$ cat src/include/als_upper_threshold_and_led_current_map.svh
// Purpose: register offsets, field positions and reset values of the
//          upper ambient threshold and emitter current register slice
// Assumes: byte-wide registers on the device's internal register port
// Notes:   definitions only
//
// What this block does
// RULE1: upper ambient threshold is one 16-bit value, low byte 0x0d, high byte 0x0e.
// RULE2: upper and lower thresholds form a window over visible or infrared result.
// RULE3: host pauses ambient or combined measurements before changing the upper threshold; host_model waits at most 50 cycles, then writes.
// RULE4: on old silicon the upper threshold is an 8-bit compressed value.
// RULE5: upper threshold registers exist only with a new enough sequencer.
// RULE6: bits 7:4 at 0x0f set the second emitter sink current.
// RULE7: single-emitter parts keep the second emitter field at zero.
// RULE8: bits 3:0 at 0x0f set the first emitter sink current.
// RULE9: code 0000 is no drive, 0001 minimum, up to 1111 maximum.
// RULE10: bits 3:0 at 0x10 set the third emitter sink current.
// RULE11: single and dual emitter parts keep the third emitter field at zero.
// RULE12: bits 7:4 at 0x10 read as zero and ignore writes.
`ifndef ALS_UPPER_THRESHOLD_AND_LED_CURRENT_MAP_SVH
`define ALS_UPPER_THRESHOLD_AND_LED_CURRENT_MAP_SVH

// ----------------------------------------------------------------------------
// register offsets
// ----------------------------------------------------------------------------
`define UPPER_THRESHOLD_LOW_OFFSET   8'h0d
`define UPPER_THRESHOLD_HIGH_OFFSET  8'h0e
`define EMITTER_FIRST_SECOND_OFFSET  8'h0f
`define EMITTER_THIRD_OFFSET         8'h10

// ----------------------------------------------------------------------------
// reset values
// ----------------------------------------------------------------------------
`define UPPER_THRESHOLD_RESET        16'h0000
`define EMITTER_CURRENT_RESET        4'h0
`define READ_DATA_RESET              8'h00

// ----------------------------------------------------------------------------
// field positions
// ----------------------------------------------------------------------------
`define EMITTER_TWO_MSB              7
`define EMITTER_TWO_LSB              4
`define EMITTER_ONE_MSB              3
`define EMITTER_ONE_LSB              0
`define EMITTER_THREE_MSB            3
`define EMITTER_THREE_LSB            0

// ----------------------------------------------------------------------------
// compressed threshold format
// ----------------------------------------------------------------------------
`define COMPRESSED_FRACTION_BITS     4

`endif

$ cat src/include/als_upper_threshold_and_led_current_pkg.sv
// Purpose: shared types of the threshold and emitter current slice
// Assumes: offsets and fields come from the _map header
// Notes:   types only
package als_upper_threshold_and_led_current_pkg;

   typedef logic [7:0]  reg_byte_t;
   typedef logic [15:0] threshold_t;
   typedef logic [3:0]  drive_code_t;

   // which ambient result the window watches
   typedef enum logic [1:0]
   {
      SOURCE_VISIBLE  = 2'b01,
      SOURCE_INFRARED = 2'b10
   } ambient_source_t;

endpackage

$ cat src/include/ambient_window_if.sv
// Purpose: carries thresholds and the selected result to the window compare
// Assumes: single clock domain, purely combinational compare
// Notes:   one modport per side
`timescale 1ns/1ps

interface ambient_window_if;
   als_upper_threshold_and_led_current_pkg::threshold_t upper_threshold;
   als_upper_threshold_and_led_current_pkg::threshold_t lower_threshold;
   logic                                                 upper_present;
   logic                                                 compressed_format;
   als_upper_threshold_and_led_current_pkg::threshold_t result;
   logic                                                 outside;

   modport regs
   (
      output upper_threshold,
      output lower_threshold,
      output upper_present,
      output compressed_format,
      output result,
      input  outside
   );

   modport compare
   (
      input  upper_threshold,
      input  lower_threshold,
      input  upper_present,
      input  compressed_format,
      input  result,
      output outside
   );
endinterface // ambient_window_if

$ cat src/rtl/ambient_window_compare.sv
// Purpose: decides whether an ambient result lies outside the threshold window
// Assumes: thresholds and result stable for the cycle they are compared in
// Notes:   combinational; the caller registers the verdict
`timescale 1ns/1ps
`include "als_upper_threshold_and_led_current_map.svh"

module ambient_window_compare
(
   ambient_window_if.compare win
);

   // ----------------------------------------------------------------------------
   // compressed threshold expansion
   // ----------------------------------------------------------------------------
   // high nibble is the exponent, low nibble the fraction below a hidden one
   function automatic als_upper_threshold_and_led_current_pkg::threshold_t expand
   (
      input als_upper_threshold_and_led_current_pkg::reg_byte_t code
   );
      logic [31:0] wide;
      wide = {27'h0, 1'b1, code[3:0]} << code[7:4];
      if (code == 8'h00)
         expand = 16'h0000;
      else
         expand = wide[`COMPRESSED_FRACTION_BITS +: 16];
   endfunction

   // ----------------------------------------------------------------------------
   // window
   // ----------------------------------------------------------------------------
   als_upper_threshold_and_led_current_pkg::threshold_t eff_upper;
   als_upper_threshold_and_led_current_pkg::threshold_t eff_lower;

   always_comb
   begin
      if (!win.upper_present)
         eff_upper = 16'hffff;                                   // RULE5
      else if (win.compressed_format)
         eff_upper = expand(win.upper_threshold[7:0]);           // RULE4
      else
         eff_upper = win.upper_threshold;                        // RULE1
      if (win.compressed_format)
         eff_lower = expand(win.lower_threshold[7:0]);
      else
         eff_lower = win.lower_threshold;
   end

   assign win.outside = (win.result > eff_upper) || (win.result < eff_lower); // RULE2

endmodule // ambient_window_compare

$ cat src/rtl/als_upper_threshold_and_led_current_regs.sv
// Purpose: upper ambient threshold and emitter current registers, with the
//          window verdict and per-emitter sink currents they steer
// Assumes: register port driven by the serial slave on the same clock
// Notes:   revision inputs are static configuration levels
`timescale 1ns/1ps
`include "als_upper_threshold_and_led_current_map.svh"

module als_upper_threshold_and_led_current_regs
(
   // clock and reset
   input  wire logic                                                 I_CLK,
   input  wire logic                                                 I_RST,
   input  wire logic                                                 I_CE,
   // register port
   input  wire logic                                                 I_WR_EN,
   input  wire logic                                                 I_RD_EN,
   input  wire als_upper_threshold_and_led_current_pkg::reg_byte_t   I_ADDR,
   input  wire als_upper_threshold_and_led_current_pkg::reg_byte_t   I_WDATA,
   output      als_upper_threshold_and_led_current_pkg::reg_byte_t   O_RDATA,
   output      logic                                                 O_RDATA_VALID,
   // revision configuration
   input  wire logic                                                 I_SEQ_REV_A03_OR_LATER,
   input  wire logic                                                 I_REV_A10_OR_EARLIER,
   // ambient window
   input  wire als_upper_threshold_and_led_current_pkg::threshold_t  I_AMBIENT_LOWER_THRESHOLD,
   input  wire als_upper_threshold_and_led_current_pkg::threshold_t  I_VISIBLE_LIGHT_RESULT,
   input  wire als_upper_threshold_and_led_current_pkg::threshold_t  I_INFRARED_LIGHT_RESULT,
   input  wire logic                                                 I_USE_INFRARED,
   input  wire logic                                                 I_RESULT_VALID,
   output      logic                                                 O_WINDOW_EVENT,
   output      als_upper_threshold_and_led_current_pkg::threshold_t  O_AMBIENT_UPPER_THRESHOLD,
   // emitters
   input  wire logic                                                 I_PROXIMITY_ACTIVE,
   output      als_upper_threshold_and_led_current_pkg::drive_code_t O_EMITTER_ONE_SINK,
   output      als_upper_threshold_and_led_current_pkg::drive_code_t O_EMITTER_TWO_SINK,
   output      als_upper_threshold_and_led_current_pkg::drive_code_t O_EMITTER_THREE_SINK
);

   // ----------------------------------------------------------------------------
   // decode helpers
   // ----------------------------------------------------------------------------
   function automatic logic hit
   (
      input als_upper_threshold_and_led_current_pkg::reg_byte_t addr,
      input als_upper_threshold_and_led_current_pkg::reg_byte_t offset
   );
      hit = (addr == offset);
   endfunction

   function automatic logic upper_addr
   (
      input als_upper_threshold_and_led_current_pkg::reg_byte_t addr
   );
      upper_addr = hit(addr, `UPPER_THRESHOLD_LOW_OFFSET) || hit(addr, `UPPER_THRESHOLD_HIGH_OFFSET);
   endfunction

   // ----------------------------------------------------------------------------
   // register state
   // ----------------------------------------------------------------------------
   als_upper_threshold_and_led_current_pkg::threshold_t     upper_threshold;
   als_upper_threshold_and_led_current_pkg::drive_code_t    emitter_one_current;
   als_upper_threshold_and_led_current_pkg::drive_code_t    emitter_two_current;
   als_upper_threshold_and_led_current_pkg::drive_code_t    emitter_three_current;
   als_upper_threshold_and_led_current_pkg::reg_byte_t      next_rdata;
   als_upper_threshold_and_led_current_pkg::ambient_source_t source;
   als_upper_threshold_and_led_current_pkg::threshold_t     selected_result;

   logic write_ok;
   logic upper_writable;

   assign write_ok       = I_CE && I_WR_EN;
   assign upper_writable = write_ok && I_SEQ_REV_A03_OR_LATER;                    // RULE5

   // ----------------------------------------------------------------------------
   // upper ambient threshold
   // ----------------------------------------------------------------------------
   always_ff @(posedge I_CLK or posedge I_RST)
   begin
      if (I_RST)
         upper_threshold <= `UPPER_THRESHOLD_RESET;
      else if (upper_writable && hit(I_ADDR, `UPPER_THRESHOLD_LOW_OFFSET))
         upper_threshold[7:0] <= I_WDATA;                                        // RULE1
      else if (upper_writable && hit(I_ADDR, `UPPER_THRESHOLD_HIGH_OFFSET))
         upper_threshold[15:8] <= I_WDATA;                                       // RULE1
   end

   always_ff @(posedge I_CLK or posedge I_RST)
   begin
      if (I_RST)
         O_AMBIENT_UPPER_THRESHOLD <= `UPPER_THRESHOLD_RESET;
      else if (I_CE)
         O_AMBIENT_UPPER_THRESHOLD <= upper_threshold;
   end

   // ----------------------------------------------------------------------------
   // emitter current fields
   // ----------------------------------------------------------------------------
   always_ff @(posedge I_CLK or posedge I_RST)
   begin
      if (I_RST)
      begin
         emitter_one_current <= `EMITTER_CURRENT_RESET;
         emitter_two_current <= `EMITTER_CURRENT_RESET;
      end
      else if (write_ok && hit(I_ADDR, `EMITTER_FIRST_SECOND_OFFSET))
      begin
         emitter_one_current <= I_WDATA[`EMITTER_ONE_MSB:`EMITTER_ONE_LSB];      // RULE8
         emitter_two_current <= I_WDATA[`EMITTER_TWO_MSB:`EMITTER_TWO_LSB];      // RULE6
      end
   end

   // upper nibble is not stored at all
   always_ff @(posedge I_CLK or posedge I_RST)
   begin
      if (I_RST)
         emitter_three_current <= `EMITTER_CURRENT_RESET;
      else if (write_ok && hit(I_ADDR, `EMITTER_THIRD_OFFSET))
         emitter_three_current <= I_WDATA[`EMITTER_THREE_MSB:`EMITTER_THREE_LSB]; // RULE10
   end

   // ----------------------------------------------------------------------------
   // emitter sink drive
   // ----------------------------------------------------------------------------
   // codes reach the drivers only while I_PROXIMITY_ACTIVE, else zero; zero means no current
   always_ff @(posedge I_CLK or posedge I_RST)
   begin
      if (I_RST)
      begin
         O_EMITTER_ONE_SINK   <= `EMITTER_CURRENT_RESET;
         O_EMITTER_TWO_SINK   <= `EMITTER_CURRENT_RESET;
         O_EMITTER_THREE_SINK <= `EMITTER_CURRENT_RESET;
      end
      else if (I_CE)
      begin
         O_EMITTER_ONE_SINK   <= I_PROXIMITY_ACTIVE ? emitter_one_current : 4'h0;   // RULE9
         O_EMITTER_TWO_SINK   <= I_PROXIMITY_ACTIVE ? emitter_two_current : 4'h0;   // RULE9
         O_EMITTER_THREE_SINK <= I_PROXIMITY_ACTIVE ? emitter_three_current : 4'h0; // RULE9
      end
   end

   // ----------------------------------------------------------------------------
   // read back
   // ----------------------------------------------------------------------------
   always_comb
   begin
      next_rdata = `READ_DATA_RESET;
      if (upper_addr(I_ADDR) && !I_SEQ_REV_A03_OR_LATER)
         next_rdata = 8'h00;                                                     // RULE5
      else if (hit(I_ADDR, `UPPER_THRESHOLD_LOW_OFFSET))
         next_rdata = upper_threshold[7:0];
      else if (hit(I_ADDR, `UPPER_THRESHOLD_HIGH_OFFSET))
         next_rdata = upper_threshold[15:8];
      else if (hit(I_ADDR, `EMITTER_FIRST_SECOND_OFFSET))
         next_rdata = {emitter_two_current, emitter_one_current};
      else if (hit(I_ADDR, `EMITTER_THIRD_OFFSET))
         next_rdata = {4'h0, emitter_three_current};                             // RULE12
   end

   always_ff @(posedge I_CLK or posedge I_RST)
   begin
      if (I_RST)
         O_RDATA <= `READ_DATA_RESET;
      else if (I_CE && I_RD_EN)
         O_RDATA <= next_rdata;
   end

   always_ff @(posedge I_CLK or posedge I_RST)
   begin
      if (I_RST)
         O_RDATA_VALID <= 1'b0;
      else if (I_CE)
         O_RDATA_VALID <= I_RD_EN;
   end

   // ----------------------------------------------------------------------------
   // window compare
   // ----------------------------------------------------------------------------
   ambient_window_if win ();

   assign source = I_USE_INFRARED ? als_upper_threshold_and_led_current_pkg::SOURCE_INFRARED
                                  : als_upper_threshold_and_led_current_pkg::SOURCE_VISIBLE;

   always_comb
   begin
      unique case (source)
         als_upper_threshold_and_led_current_pkg::SOURCE_VISIBLE:  selected_result = I_VISIBLE_LIGHT_RESULT;
         als_upper_threshold_and_led_current_pkg::SOURCE_INFRARED: selected_result = I_INFRARED_LIGHT_RESULT;
         default:                                                  selected_result = 16'h0000;
      endcase
   end

   assign win.upper_threshold   = upper_threshold;
   assign win.lower_threshold   = I_AMBIENT_LOWER_THRESHOLD;
   assign win.upper_present     = I_SEQ_REV_A03_OR_LATER;
   assign win.compressed_format = I_REV_A10_OR_EARLIER;
   assign win.result            = selected_result;

   ambient_window_compare compare
   (
      .win (win.compare)
   );

   always_ff @(posedge I_CLK or posedge I_RST)
   begin
      if (I_RST)
         O_WINDOW_EVENT <= 1'b0;
      else if (I_CE)
         O_WINDOW_EVENT <= I_RESULT_VALID && win.outside;                        // RULE2
   end
endmodule // als_upper_threshold_and_led_current_regs

$ cat config.mk
export PLATFORM = sky130hd
export DESIGN_NAME = als_upper_threshold_and_led_current_regs
export DESIGN_NICKNAME = d
export VERILOG_FILES = /design/src/include/als_upper_threshold_and_led_current_pkg.sv /design/src/include/ambient_window_if.sv /design/src/rtl/ambient_window_compare.sv /design/src/rtl/als_upper_threshold_and_led_current_regs.sv
export VERILOG_INCLUDE_DIRS = /design/src /design/src/include
export SDC_FILE = /design/constraint.sdc
export NUM_CORES = 1
export LEC_CHECK = 0
export ABC_CLOCK_PERIOD_IN_PS = 3400
export BUFFER_PORTS_ARGS = -buffer_cell sky130_fd_sc_hd__buf_2
export CAP_MARGIN = 25
export CORE_MARGIN = 2
export CORE_UTILIZATION = 41
export DETAILED_ROUTE_END_ITERATION = 8
export PLACE_DENSITY = 0.69
export SLEW_MARGIN = 20
export SYNTH_ARGS = -nofsm -noshare
export SYNTH_HDL_FRONTEND = slang
export SYNTH_HIERARCHICAL = 1
export SYNTH_SLANG_ARGS = --single-unit
$ cat constraint.sdc
create_clock -name I_CLK -period 3.4 [get_ports I_CLK]
set_input_delay 0.68 -clock I_CLK [delete_from_list [all_inputs] [get_ports I_CLK]]
set_output_delay 0.68 -clock I_CLK [all_outputs]
set_load 0.02 [all_outputs]
======== Word-level counts from Yosys, hierarchy flattened ========
Index checks and enable logic that the tools add are counted.
word-level totals
  register bits after elaboration ......... 66
  bits in latches ......................... 0
  bits in writable memories ............... 0
  bits in read-only memories .............. 0
  input port bits ......................... 74
  output and inout port bits .............. 38
  word-level logic and storage cells ...... 53
  memories ................................ 0
operators by class
  add/subtract/negate cells ............... 0
  multiply operators ...................... 0
  div/mod/pow operators ................... 0
  order comparisons ....................... 2
  equality and inequality tests ........... 6
  shifts and indexed selects .............. 2
  multiplexer cells ....................... 15
  bitwise operators ....................... 1
  reductions and logical operators ........ 15
operators with widths
  cell                  count
  $mux W16              5
  $shl A5 B4 Y20        2
  $mux W8               4
  $pmux W16 S2          1
  $eq A8 B4 Y1 const B  3
  $gt A16 B16 Y1        1
  $logic_not A8 Y1      2
  $lt A16 B16 Y1        1
  $mux W4               4
  $logic_and A1 B1 Y1   9
  $eq A8 B5 Y1 const B  1
  $eq A2 B1 Y1 const B  1
  $eq A2 B2 Y1 const B  1
  $logic_or A1 B1 Y1    2
  $mux W2               1
  $reduce_and A2 Y1     1
  $logic_not A1 Y1      1
  $not A1 Y1            1

======== Depth between registers and ports, before layout ========
Gate-level depths: netlist (run 1).
  depth after elaboration ................. 7
  gate-level depth with buffers ........... 14
  depth with buffers taken out ............ 13

======== Hierarchy ========
The synthesis (run 1) kept the hierarchy.
modules (own cells, without submodules)
  module                                    instances  cells an instance  area each (µm²)  sequential area each (µm²)
  als_upper_threshold_and_led_current_regs  1          247                3041.7           1651.6
  ambient_window_compare                    1          229                1557.7           0.0

======== Worst setup path after synthesis (run 1) ========
Ideal clock, no wire load.
  path type ............................... input to register
  start ................................... input port I_USE_INFRARED
  end ..................................... register O_WINDOW_EVENT
  library setup time ...................... 0.136 ns
  arrival time ............................ 3.211 ns
  required time ........................... 3.264 ns
  path slack .............................. 0.053 ns
  stages on the path ...................... 11
  buffers on the path ..................... 2
  cells stage by stage .................... clkbuf_1 -> buf_1 -> mux2_2 -> ha_1 -> nand3_1 -> or2_0 -> or4_1 -> a311oi_1 -> o22ai_1 -> nand3_1 -> o21ai_0
on the way
  word-level cells in the longest chain between the ends .. 6
  elaborated cells between the ends (all ways) .. 8
  classes of those cells .................. order compare (2); eq/ne (2); mux (2); reduce/logical (2)
ends and longest elaborated chain
  element                                                  line                                             RTL
  start, declared                                          als_upper_threshold_and_led_current_regs.sv:28   input wire logic I_USE_INFRARED,
  $mux W2 (*)                                              als_upper_threshold_and_led_current_regs.sv:180  assign source = I_USE_INFRARED ? als_upper_threshold_and_led_current_pkg::SOURCE_INFRARED
  $eq A2 B2 Y1 / $eq A2 B1 Y1 (equally long branches)      als_upper_threshold_and_led_current_regs.sv:185  unique case (source)
  $pmux W16 S2 (*)                                         als_upper_threshold_and_led_current_regs.sv:185
  net selected_result[15]                                  als_upper_threshold_and_led_current_regs.sv:66   als_upper_threshold_and_led_current_pkg::threshold_t selected_result;
  $gt A16 B16 Y1 / $lt A16 B16 Y1 (equally long branches)  ambient_window_compare.sv:48                     assign win.outside = (win.result > eff_upper) || (win.result < eff_lower);
  $logic_or A1 B1 Y1 (*)                                   ambient_window_compare.sv:48
  net win.outside                                          ambient_window_if.sv:12                          logic outside;
  $logic_and A1 B1 Y1 (*)                                  als_upper_threshold_and_led_current_regs.sv:208  O_WINDOW_EVENT <= I_RESULT_VALID && win.outside;
  end signal, assigned                                     als_upper_threshold_and_led_current_regs.sv:208
  end, declared                                            als_upper_threshold_and_led_current_regs.sv:30   output logic O_WINDOW_EVENT,
Mark *: on every way through the listed nets, which the timed path passes. The rest lies on a longest branch.
A chain may end at the register's enable or synchronous reset.

======== Worst setup path after layout (run 1) ========
  start ................................... input port I_AMBIENT_LOWER_THRESHOLD[5]
  end ..................................... register O_WINDOW_EVENT
on the way
  word-level cells in the longest chain between the ends .. 6
  elaborated cells between the ends (all ways) .. 7
  classes of those cells .................. order compare (1); shift (1); mux (2); reduce/logical (3)
ends and longest elaborated chain
  element                                                    line                                                        RTL
  start, declared                                            als_upper_threshold_and_led_current_regs.sv:25              input wire als_upper_threshold_and_led_current_pkg::threshold_t I_AMBIENT_LOWER_THRESHOLD,
  $shl A5 B4 Y20 / $logic_not A8 Y1 (equally long branches)  ambient_window_compare.sv:21, ambient_window_compare.sv:22
  $mux W16                                                   ambient_window_compare.sv:22                                if (code == 8'h00)
  $mux W16 (*)                                               ambient_window_compare.sv:42                                if (win.compressed_format)
  $lt A16 B16 Y1 (*)                                         ambient_window_compare.sv:48
  $logic_or A1 B1 Y1 (*)                                     ambient_window_compare.sv:48
  net win.outside                                            ambient_window_if.sv:12
  $logic_and A1 B1 Y1 (*)                                    als_upper_threshold_and_led_current_regs.sv:208
Marks and branches as above.

==> results of run 1 <==
critical path: cells and delay by family:
family	cells	cell delay [ns]
AND/OR/NAND/NOR	5	0.99
AO/OA/AOI/OAI	5	0.72
multiplexers	2	0.34
adder cells (fa/ha/maj)	1	0.32
buffers and inverters	1	0.22
flip-flops by register name (all words and copies together) (netlist names):
name / count
upper_threshold: 16
O_EMITTER_TWO_SINK: 4
emitter_two_current: 4
O_RDATA_VALID: 1
emitter_one_current: 4
O_WINDOW_EVENT: 1
O_EMITTER_ONE_SINK: 4
O_EMITTER_THREE_SINK: 4
O_AMBIENT_UPPER_THRESHOLD: 16
O_RDATA: 8
emitter_three_current: 4
how the worst max path moves through the flow:
stage / to / cells after the start / from
4_1_cts: O_WINDOW_EVENT$_DFFE_PP0P_ / 14 / I_AMBIENT_LOWER_THRESHOLD[5]
3_3_place_gp: O_WINDOW_EVENT$_DFFE_PP0P_ / 14 / I_AMBIENT_LOWER_THRESHOLD[5]
5_1_grt: O_WINDOW_EVENT$_DFFE_PP0P_ / 14 / I_AMBIENT_LOWER_THRESHOLD[5]
3_5_place_dp: O_WINDOW_EVENT$_DFFE_PP0P_ / 14 / I_AMBIENT_LOWER_THRESHOLD[5]
6_report: O_WINDOW_EVENT$_DFFE_PP0P_ / 14 / I_AMBIENT_LOWER_THRESHOLD[5]
2_1_floorplan: O_WINDOW_EVENT$_DFFE_PP0P_ / 11 / I_USE_INFRARED
cell usage after synthesis (8+ instances only):
cell / n / area, sq um
dfrtp_1: 66 / 1650
mux2_2: 57 / 642
ha_1: 31 / 388
nand2_1: 29 / 109
inv_1: 27 / 101
o21ai_0: 27 / 135
a21oi_1: 22 / 110
nand3_1: 18 / 90.1
nor2_1: 17 / 63.8
clkbuf_1: 14 / 52.6
a31oi_1: 13 / 81.3
nor2b_1: 13 / 81.3
and3_1: 10 / 62.6
mux2i_1: 9 / 90.1
mux2_4: 8 / 120
nor3_1: 8 / 40.0
o21ai_1: 8 / 40.0
metal layers:
metal  vias to the layer above  share of wire  GRT usage
li1                       1976              -          -
met1                      1991           0.45      0.286
met2                       124           0.49      0.360
met3                        10          0.047     0.0326
met4                         0         0.0085     0.0389
met5                         -              0          0
per-stage QoR:
stage	cells	cell area (sq um)	power [mW]	hold WS, ns	worst slack, ns
6_report	723	5440	1.80	0.503	0.327
3_3_place_gp	709	5270	1.22	0.470	0.113
3_5_place_dp	709	5270	1.23	0.478	-0.0123
2_1_floorplan	476	4600	1.09	0.485	0.0528
5_1_grt	723	5440	1.90	0.535	0.0553
4_1_cts	723	5440	1.82	0.506	0.351
cells by family (layout without fill, tap and decap cells):
kind of cell             count (synthesis)  count (layout)  share of synthesized area
flip-flops                              66              66                      0.359
buffers and inverters                   56             163                     0.0509
multiplexers                            74              74                      0.185
adder cells (fa/ha/maj)                 31              31                     0.0843
XOR/XNOR                                 1               1                    0.00190
AND/OR/NAND/NOR                        121             121                      0.140
AO/OA/AOI/OAI                          127             127                      0.178
area by class of cell:
class / instances / area, sq um / share of cell area
inverters: 29 / 109 / 0.0200
clock buffers: 10 / 138 / 0.0253
repair buffers: 120 / 623 / 0.115
flip-flops and latches: 66 / 1650 / 0.304
multi-input cells: 354 / 2710 / 0.499
well taps: 140 / 175 / 0.0322
clock inverters: 4 / 28.8 / 0.00529
where the power goes:
group	total (mW)	switching (mW)	internal [mW]
Sequential	0.823	0.0179	0.805
Combinational	0.393	0.225	0.168
Clock	0.587	0.309	0.278
==> summary.md, run 1 <==
| Metric | Value |
|---|---|
| Worst min-delay path class | reg2reg |
| Post-CTS sizing | 0 |
| Outcome | completed |
| Layout Utilization | 0.500 |
| Congestion Overflow GR | 0 |
| Mapped cell area | 0.00460 sq mm |
| Worst-path fanout max | 13 |
| Endpoints failing setup | 0 |
| Post-synth cell types | 53 |
| Setup slack, reg-to-reg | 0.36 ns |
| All-layer global routing usage | 0.211 |
| CTS Buf Count | 9 |
| Port buffer count | 111 |
| Synthesized flop and latch total | 66 |
| Seq/Total Area, Yosys | 0.359 |
| Commonest non-fill, non-tap cell in the layout | buf_2 |
| Tcrit/Tclk final | 0.904 |
| Sum Neg Setup Slack | 0 ns |
| Setup crit end kind | register |
| Final-report hold violation count | 0 |
| Peak supply drop | 0.000254 V |
| CTS root buf | clkbuf_8 |
| Global-route wire length before repair | 19900 microns |
| FFs w/ async S/R, synth | 1.00 |
| Clk sinks | 66 |
| CP arrival | 3.29 ns |
| Synthesized area per cell | 9.66 sq um |
| Top_reg_cell synth | dfrtp_1 |
| Vias in the first global route | 3927 |
| Routed wire per std cell | 17.0 microns |
| Die Ht | 110 microns |
| CTS tree | done |
| Largest net degree at the start of global routing | 67 |
| Remaining DRCs | 0 |
| CP max-delay cell | or4_1 |
| Max Freq | 325 MHz |
| Worst Path Required | 3.61 ns |
| Max incr delay on CP | 0.52 ns |
| Worst skew pair latency | 0.34 ns |
| Nets | 685 |
| Starting Density | 0.422 |
| Filler instances | 1035 |
| Slew Viols, Final | 0 |
| IO Pins | 112 |
| Slew of the pin with the lowest slew margin | 0.813 ns |
| Pre-antenna DRT Iters | 5 |
| Number of diodes | 0 |
| Leakage Power | 2.67 nW |
| R2R depth | 13 |
| Clock buffer depth | 2 |
| H-tree depth | 3 |
| Final min period | 3.07 ns |
| Post-CTS Setup Inserts | 0 |
| Setup Crit Path Kind | in2reg |
| Worst R2R End | O_WINDOW_EVENT$_DFFE_PP0P_ |
| Area delta synth->final | 18.3% |
| Most used cell, CP | mux2i_1 |
| Ys Warns | 6 |
| Total Routed Length | 12300 microns |
| Hold Path Depth | 2 |
| Clock Skews | 0.0110 ns |
| Die ar. | 0.0121 sq mm |
| Antenna violations before repair | 0 |
| Syn_nets | 581 |
| Post-DP HPWL | 9740 microns |
| Via density | 5.67 |
| Post-synth EDFFs | 0 |
| Worst-path clk slew | 0.08 ns |
| Power Dens Cells | 332 mW/mm^2 |
| Slew headroom | 0.458 |
| GPL Wtd Cong | 0.918 |
| Unrepaired setup endpoints after global routing | false |
| Die width | 110 microns |
| RR Startpoint | upper_threshold[5]$_DFFE_PP0P_ |
| Hold path start | O_RDATA[6]$_DFFE_PP0P_ |
| Starting DRT DRC Count | 264 |
| Hold_buf cts | 0 |
| Core area | 0.0109 sq mm |
| Fraction of layout cells with a size suffix above 1 | 0.358 |
| CP Launch Type | input pin |
| Via count | 4101 |
| Cells after Synth | 476 |
| Hold Path Sink | O_RDATA[6]$_DFFE_PP0P_ |
| Worst path cell trace | buf_2, mux2i_1, mux2i_1, nand2_1, o21ai_1, a31oi_1, ha_1, nand4_1, or2_0, or4_1, a311oi_1, o22ai_1, nand3_1, o21ai_0 |
| Cell row count | 38 |
| Most frequent cells in the layout | 111 x buf_2, 66 x dfrtp_1, 57 x mux2_2 |
| Max-cap violations | 0 |
| ANT nets after route | 0 |
Note: power is estimated with default switching activity, not from simulation.
==> run 2: changes to the inputs <==
- CORE_ASPECT_RATIO: default -> 2
==> summary.md, run 2 (synthesis results as in run 1) <==
| Metric | Value |
|---|---|
| CTS Buf Count | 9 |
| Port buffer count | 111 |
| Dpl cells | 713 |
| Setup slack, reg-to-reg | 0.28 ns |
| CTS tree | done |
| Slew headroom | 0.513 |
| All-layer global routing usage | 0.236 |
| Total Routed Length | 14000 microns |
| Largest net degree at the start of global routing | 37 |
| Leakage Power | 2.77 nW |
| Setup crit end kind | register |
| Worst Path Required | 3.60 ns |
| Clock Skews | 0.00533 ns |
| Endpoints failing setup | 0 |
| Peak supply drop | 0.000419 V |
| Final-report hold violation count | 0 |
| Die ar. | 0.0121 sq mm |
| ANT nets after route | 0 |
| Slew of the pin with the lowest slew margin | 0.730 ns |
| GR met1 Demand/Resource | 0.222 |
| Remaining DRCs | 0 |
| Hold_buf cts | 0 |
| CTS root buf | clkbuf_16 |
| Die width | 78.9 microns |
| Die Ht | 154 microns |
| RR Startpoint | upper_threshold[5]$_DFFE_PP0P_ |
| Tcrit/Tclk final | 0.916 |
| IO Pins | 112 |
| Power Dens Cells | 397 mW/mm^2 |
| Total Power | 2.24 mW |
| Starting DRT DRC Count | 84 |
| Worst R2R End | O_WINDOW_EVENT$_DFFE_PP0P_ |
| Worst hold margin | 0.470 ns |
| Core area | 0.0109 sq mm |
| Cell row count | 54 |
| Final min period | 3.12 ns |
| Most frequent cells in the layout | 111 x buf_2, 66 x dfrtp_1, 57 x mux2_2 |
| Via density | 5.80 |
| Pre-antenna DRT Iters | 4 |
| Met2 Use GR | 0.447 |
| Slew Viols, Final | 0 |
| Most used routing layer | met2 |
| Fraction of layout cells with a size suffix above 1 | 0.361 |
| Area delta synth->final | 22.5% |
| Worst-path fanout max | 13 |
| Routed wire per std cell | 19.2 microns |
| Post-CTS Setup Inserts | 0 |
| Number of diodes | 0 |
| Post-DP HPWL | 11400 microns |
| Setup Crit Path Kind | reg2reg |
| Met3 global-route usage | 0.0299 |
| Antenna violations before repair | 0 |
| Congestion Overflow GR | 0 |
| Worst-path clk slew | 0.05 ns |
| R2R depth | 13 |
| Starting Density | 0.420 |
| Unrepaired setup endpoints after global routing | false |
| Post-route insts no fill | 728 |
| Layout Utilization | 0.515 |
| Biggest regs | O_AMBIENT_UPPER_THRESHOLD x16, upper_threshold x16, O_RDATA x8 |
| Design Area, Final | 0.00564 sq mm |
| Post-place instance area | 0.00532 sq mm |
| Via count | 4225 |
| GPL Wtd Cong | 0.950 |
| CP Launch Type | register |
| Worst skew pair latency | 0.33 ns |
| CP arrival | 3.31 ns |
| Nets | 689 |
| Clk sinks | 66 |
| Max-cap violations | 0 |
| Global-route wire length before repair | 22000 microns |
| Max Freq | 321 MHz |
| Post-CTS sizing | 0 |
| Commonest non-fill, non-tap cell in the layout | buf_2 |
| Outcome | completed |
| Worst min-delay path class | in2async |
| Vias in the first global route | 4372 |
| Clock buffer depth | 2 |
| H-tree depth | 3 |
## run 2: per-stage QoR
| step | TNS, ns | setup slack [ns] |
|---|---|---|
| after floorplan | 0 | 0.0528 |
| after global placement | 0 | 0.0953 |
| after detailed placement | -0.0113 | -0.0113 |
| after CTS | 0 | 0.304 |
| after global routing | 0 | 0.0145 |
| final | 0 | 0.285 |
## run 2: cell type report
class	instances	area (sq um)
Clock buffer	13	260
Clock inverter	2	60.1
Fill cell	1058	5310
Inverter	29	109
Multi-Input combinational cell	354	2710
Sequential cell	66	1650
Tap cell	140	175
Timing Repair Buffer	124	666
## run 2: worst max path at each step
stage | endpoint | depth (start not counted) | start | slack, ns
global route | O_WINDOW_EVENT$_DFFE_PP0P_ | 14 | I_AMBIENT_LOWER_THRESHOLD[5] | 0.01
detailed placement | O_WINDOW_EVENT$_DFFE_PP0P_ | 14 | I_AMBIENT_LOWER_THRESHOLD[5] | -0.01
CTS | O_WINDOW_EVENT$_DFFE_PP0P_ | 13 | upper_threshold[5]$_DFFE_PP0P_ | 0.30
finish | O_WINDOW_EVENT$_DFFE_PP0P_ | 13 | upper_threshold[5]$_DFFE_PP0P_ | 0.28
global placement | O_WINDOW_EVENT$_DFFE_PP0P_ | 14 | I_AMBIENT_LOWER_THRESHOLD[5] | 0.1
floorplan | O_WINDOW_EVENT$_DFFE_PP0P_ | 11 | I_USE_INFRARED | 0.05
## run 2: power by group
group | internal, mW | switching, mW
logic | 0.176 | 0.243
registers | 0.807 | 0.0185
clock network | 0.678 | 0.316
total | 1.66 | 0.577
## run 2: critical path, cell delays in order (launching register included)
cell      delay [ns]
dfrtp_1         0.62
mux2i_1         0.31
nand2_1         0.09
nand2_1         0.11
mux2i_1         0.12
a221oi_1        0.40
ha_1            0.32
a21o_1          0.18
a21oi_1         0.16
o221ai_1        0.16
a211oi_1        0.23
o22ai_1         0.12
nand3_1         0.09
o21ai_0         0.08
## run 2: metal layers
layer / vias up / wire [microns]
li1: 1981 / -
met5: - / 0
met3: 52 / 567
met1: 2035 / 4630
met2: 157 / 7850
met4: 0 / 956
==> run 3: changes to the inputs <==
- MAX_ROUTING_LAYER: default -> met4
==> summary.md, run 3 (synthesis results as in run 1) <==
| Metric | Value |
|---|---|
| Outcome | completed |
| Setup Crit Path Kind | reg2reg |
| Peak supply drop | 0.000492 V |
| Total Power | 2.09 mW |
| GPL Wtd Cong | 0.951 |
| Power Dens Cells | 372 mW/mm^2 |
| Clock Skews | 0.00595 ns |
| Worst skew pair latency | 0.33 ns |
| Leakage Power | 2.75 nW |
| Core area | 0.0109 sq mm |
| Post-CTS sizing | 0 |
| Remaining DRCs | 0 |
| Worst Path Required | 3.58 ns |
| Most frequent cells in the layout | 111 x buf_2, 66 x dfrtp_1, 57 x mux2_2 |
| CP Launch Type | register |
| Hold_buf cts | 0 |
| Max-cap violations | 0 |
| Fraction of layout cells with a size suffix above 1 | 0.365 |
| Largest net degree at the start of global routing | 46 |
| Global-route wire length before repair | 22300 microns |
| Post-CTS Setup Inserts | 0 |
| ANT nets after route | 0 |
| H-tree depth | 3 |
| Worst min-delay path class | in2async |
| R2R depth | 13 |
| Unrepaired setup endpoints after global routing | false |
| CP arrival | 3.31 ns |
| Antenna violations before repair | 0 |
| Final min period | 3.13 ns |
| Slew of the pin with the lowest slew margin | 0.517 ns |
| Starting DRT DRC Count | 128 |
| Cell row count | 54 |
| Setup crit end kind | register |
| Die ar. | 0.0121 sq mm |
| Post-DP HPWL | 11400 microns |
| CTS root buf | clkbuf_16 |
| Area delta synth->final | 21.7% |
| All-layer global routing usage | 0.246 |
| Endpoints failing setup | 0 |
| Starting Density | 0.420 |
| Vias in the first global route | 4435 |
| Commonest non-fill, non-tap cell in the layout | buf_2 |
| Slew headroom | 0.656 |
| CTS Buf Count | 9 |
| Sum Neg Setup Slack | 0 ns |
| Max Freq | 320 MHz |
| Worst-path fanout max | 13 |
| Total Routed Length | 14000 microns |
| Clock buffer depth | 2 |
| Die width | 78.9 microns |
| Via count | 4202 |
| Tcrit/Tclk final | 0.920 |
| Via density | 5.74 |
| Worst-path clk slew | 0.06 ns |
| Biggest regs | O_AMBIENT_UPPER_THRESHOLD x16, upper_threshold x16, O_RDATA x8 |
| Number of diodes | 0 |
| Pre-antenna DRT Iters | 4 |
| Routed wire per std cell | 19.1 microns |
| Port buffer count | 111 |
| IO Pins | 112 |
| Slew Viols, Final | 0 |
| Worst hold margin | 0.379 ns |
| Final-report hold violation count | 0 |
| Nets | 692 |
| Die Ht | 154 microns |
| CTS tree | done |
| Clk sinks | 66 |
| Congestion Overflow GR | 0 |
| Filler instances | 1051 |
run 3: cell types whose count changed in the layout (fill, tap and decap cells not counted):
| cell | delta |
|---|---|
| clkinvlp_4 | +3 |
| clkinv_2 | +1 |
| buf_12 | -1 |
| clkbuf_8 | -1 |
| buf_4 | +4 |
| bufinv_16 | -2 |
run 3: worst paths after layout:
check,slack (ns),start,to
worst min-delay path,0.38,I_RST,O_AMBIENT_UPPER_THRESHOLD[4]$_DFFE_PP0P_
worst max-delay path,0.27,upper_threshold[5]$_DFFE_PP0P_,O_WINDOW_EVENT$_DFFE_PP0P_
worst max register to register,0.27,upper_threshold[5]$_DFFE_PP0P_,O_WINDOW_EVENT$_DFFE_PP0P_
max in group asynchronous,2.30,I_RST,O_AMBIENT_UPPER_THRESHOLD[0]$_DFFE_PP0P_
worst min register to register,0.48,O_RDATA[4]$_DFFE_PP0P_,O_RDATA[4]$_DFFE_PP0P_
min in group I_CLK,0.48,O_RDATA[4]$_DFFE_PP0P_,O_RDATA[4]$_DFFE_PP0P_
run 3: per-layer routing:
metal,vias up,track usage,part of all wire
met2,149,0.466,0.58
met1,2012,0.230,0.33
li1,1988,-,-
met5,-,-,0
met3,53,0.0217,0.035
met4,0,0.153,0.059
run 3: layout make-up:
type                            instances  area (sq um)  share of cell area
Sequential cell                        66          1650               0.295
Inverter                               29           109              0.0194
Multi-Input combinational cell        354          2710               0.485
Clock inverter                          4          27.5             0.00492
Clock buffer                           12           246              0.0440
Tap cell                              140           175              0.0313
Timing Repair Buffer                  127           676               0.121
run 3: critical path, stage by stage, from the launching register on:
cell,delay (ns)
dfrtp_1,0.63
mux2i_1,0.29
nand2_1,0.08
nand2_1,0.10
mux2i_1,0.11
a221oi_1,0.45
ha_1,0.33
a21o_1,0.18
a21oi_1,0.13
o221ai_1,0.15
a211oi_1,0.23
o22ai_1,0.12
nand3_1,0.09
o21ai_0,0.09
run 3: power by group:
part           switching (mW)  internal, mW
Sequential             0.0188         0.807
Combinational           0.241         0.176
Clock                   0.331         0.512
run 3: through the flow:
stage,instances,utilization,worst slack (ns),cell area (sq um)
2_1_floorplan,476,-,0.0528,4600
3_3_place_gp,716,0.487,0.0681,5330
3_5_place_dp,716,0.487,0.0260,5330
4_1_cts,732,0.512,0.297,5600
5_1_grt,732,0.512,0.0525,5600
6_report,732,0.512,0.271,5600
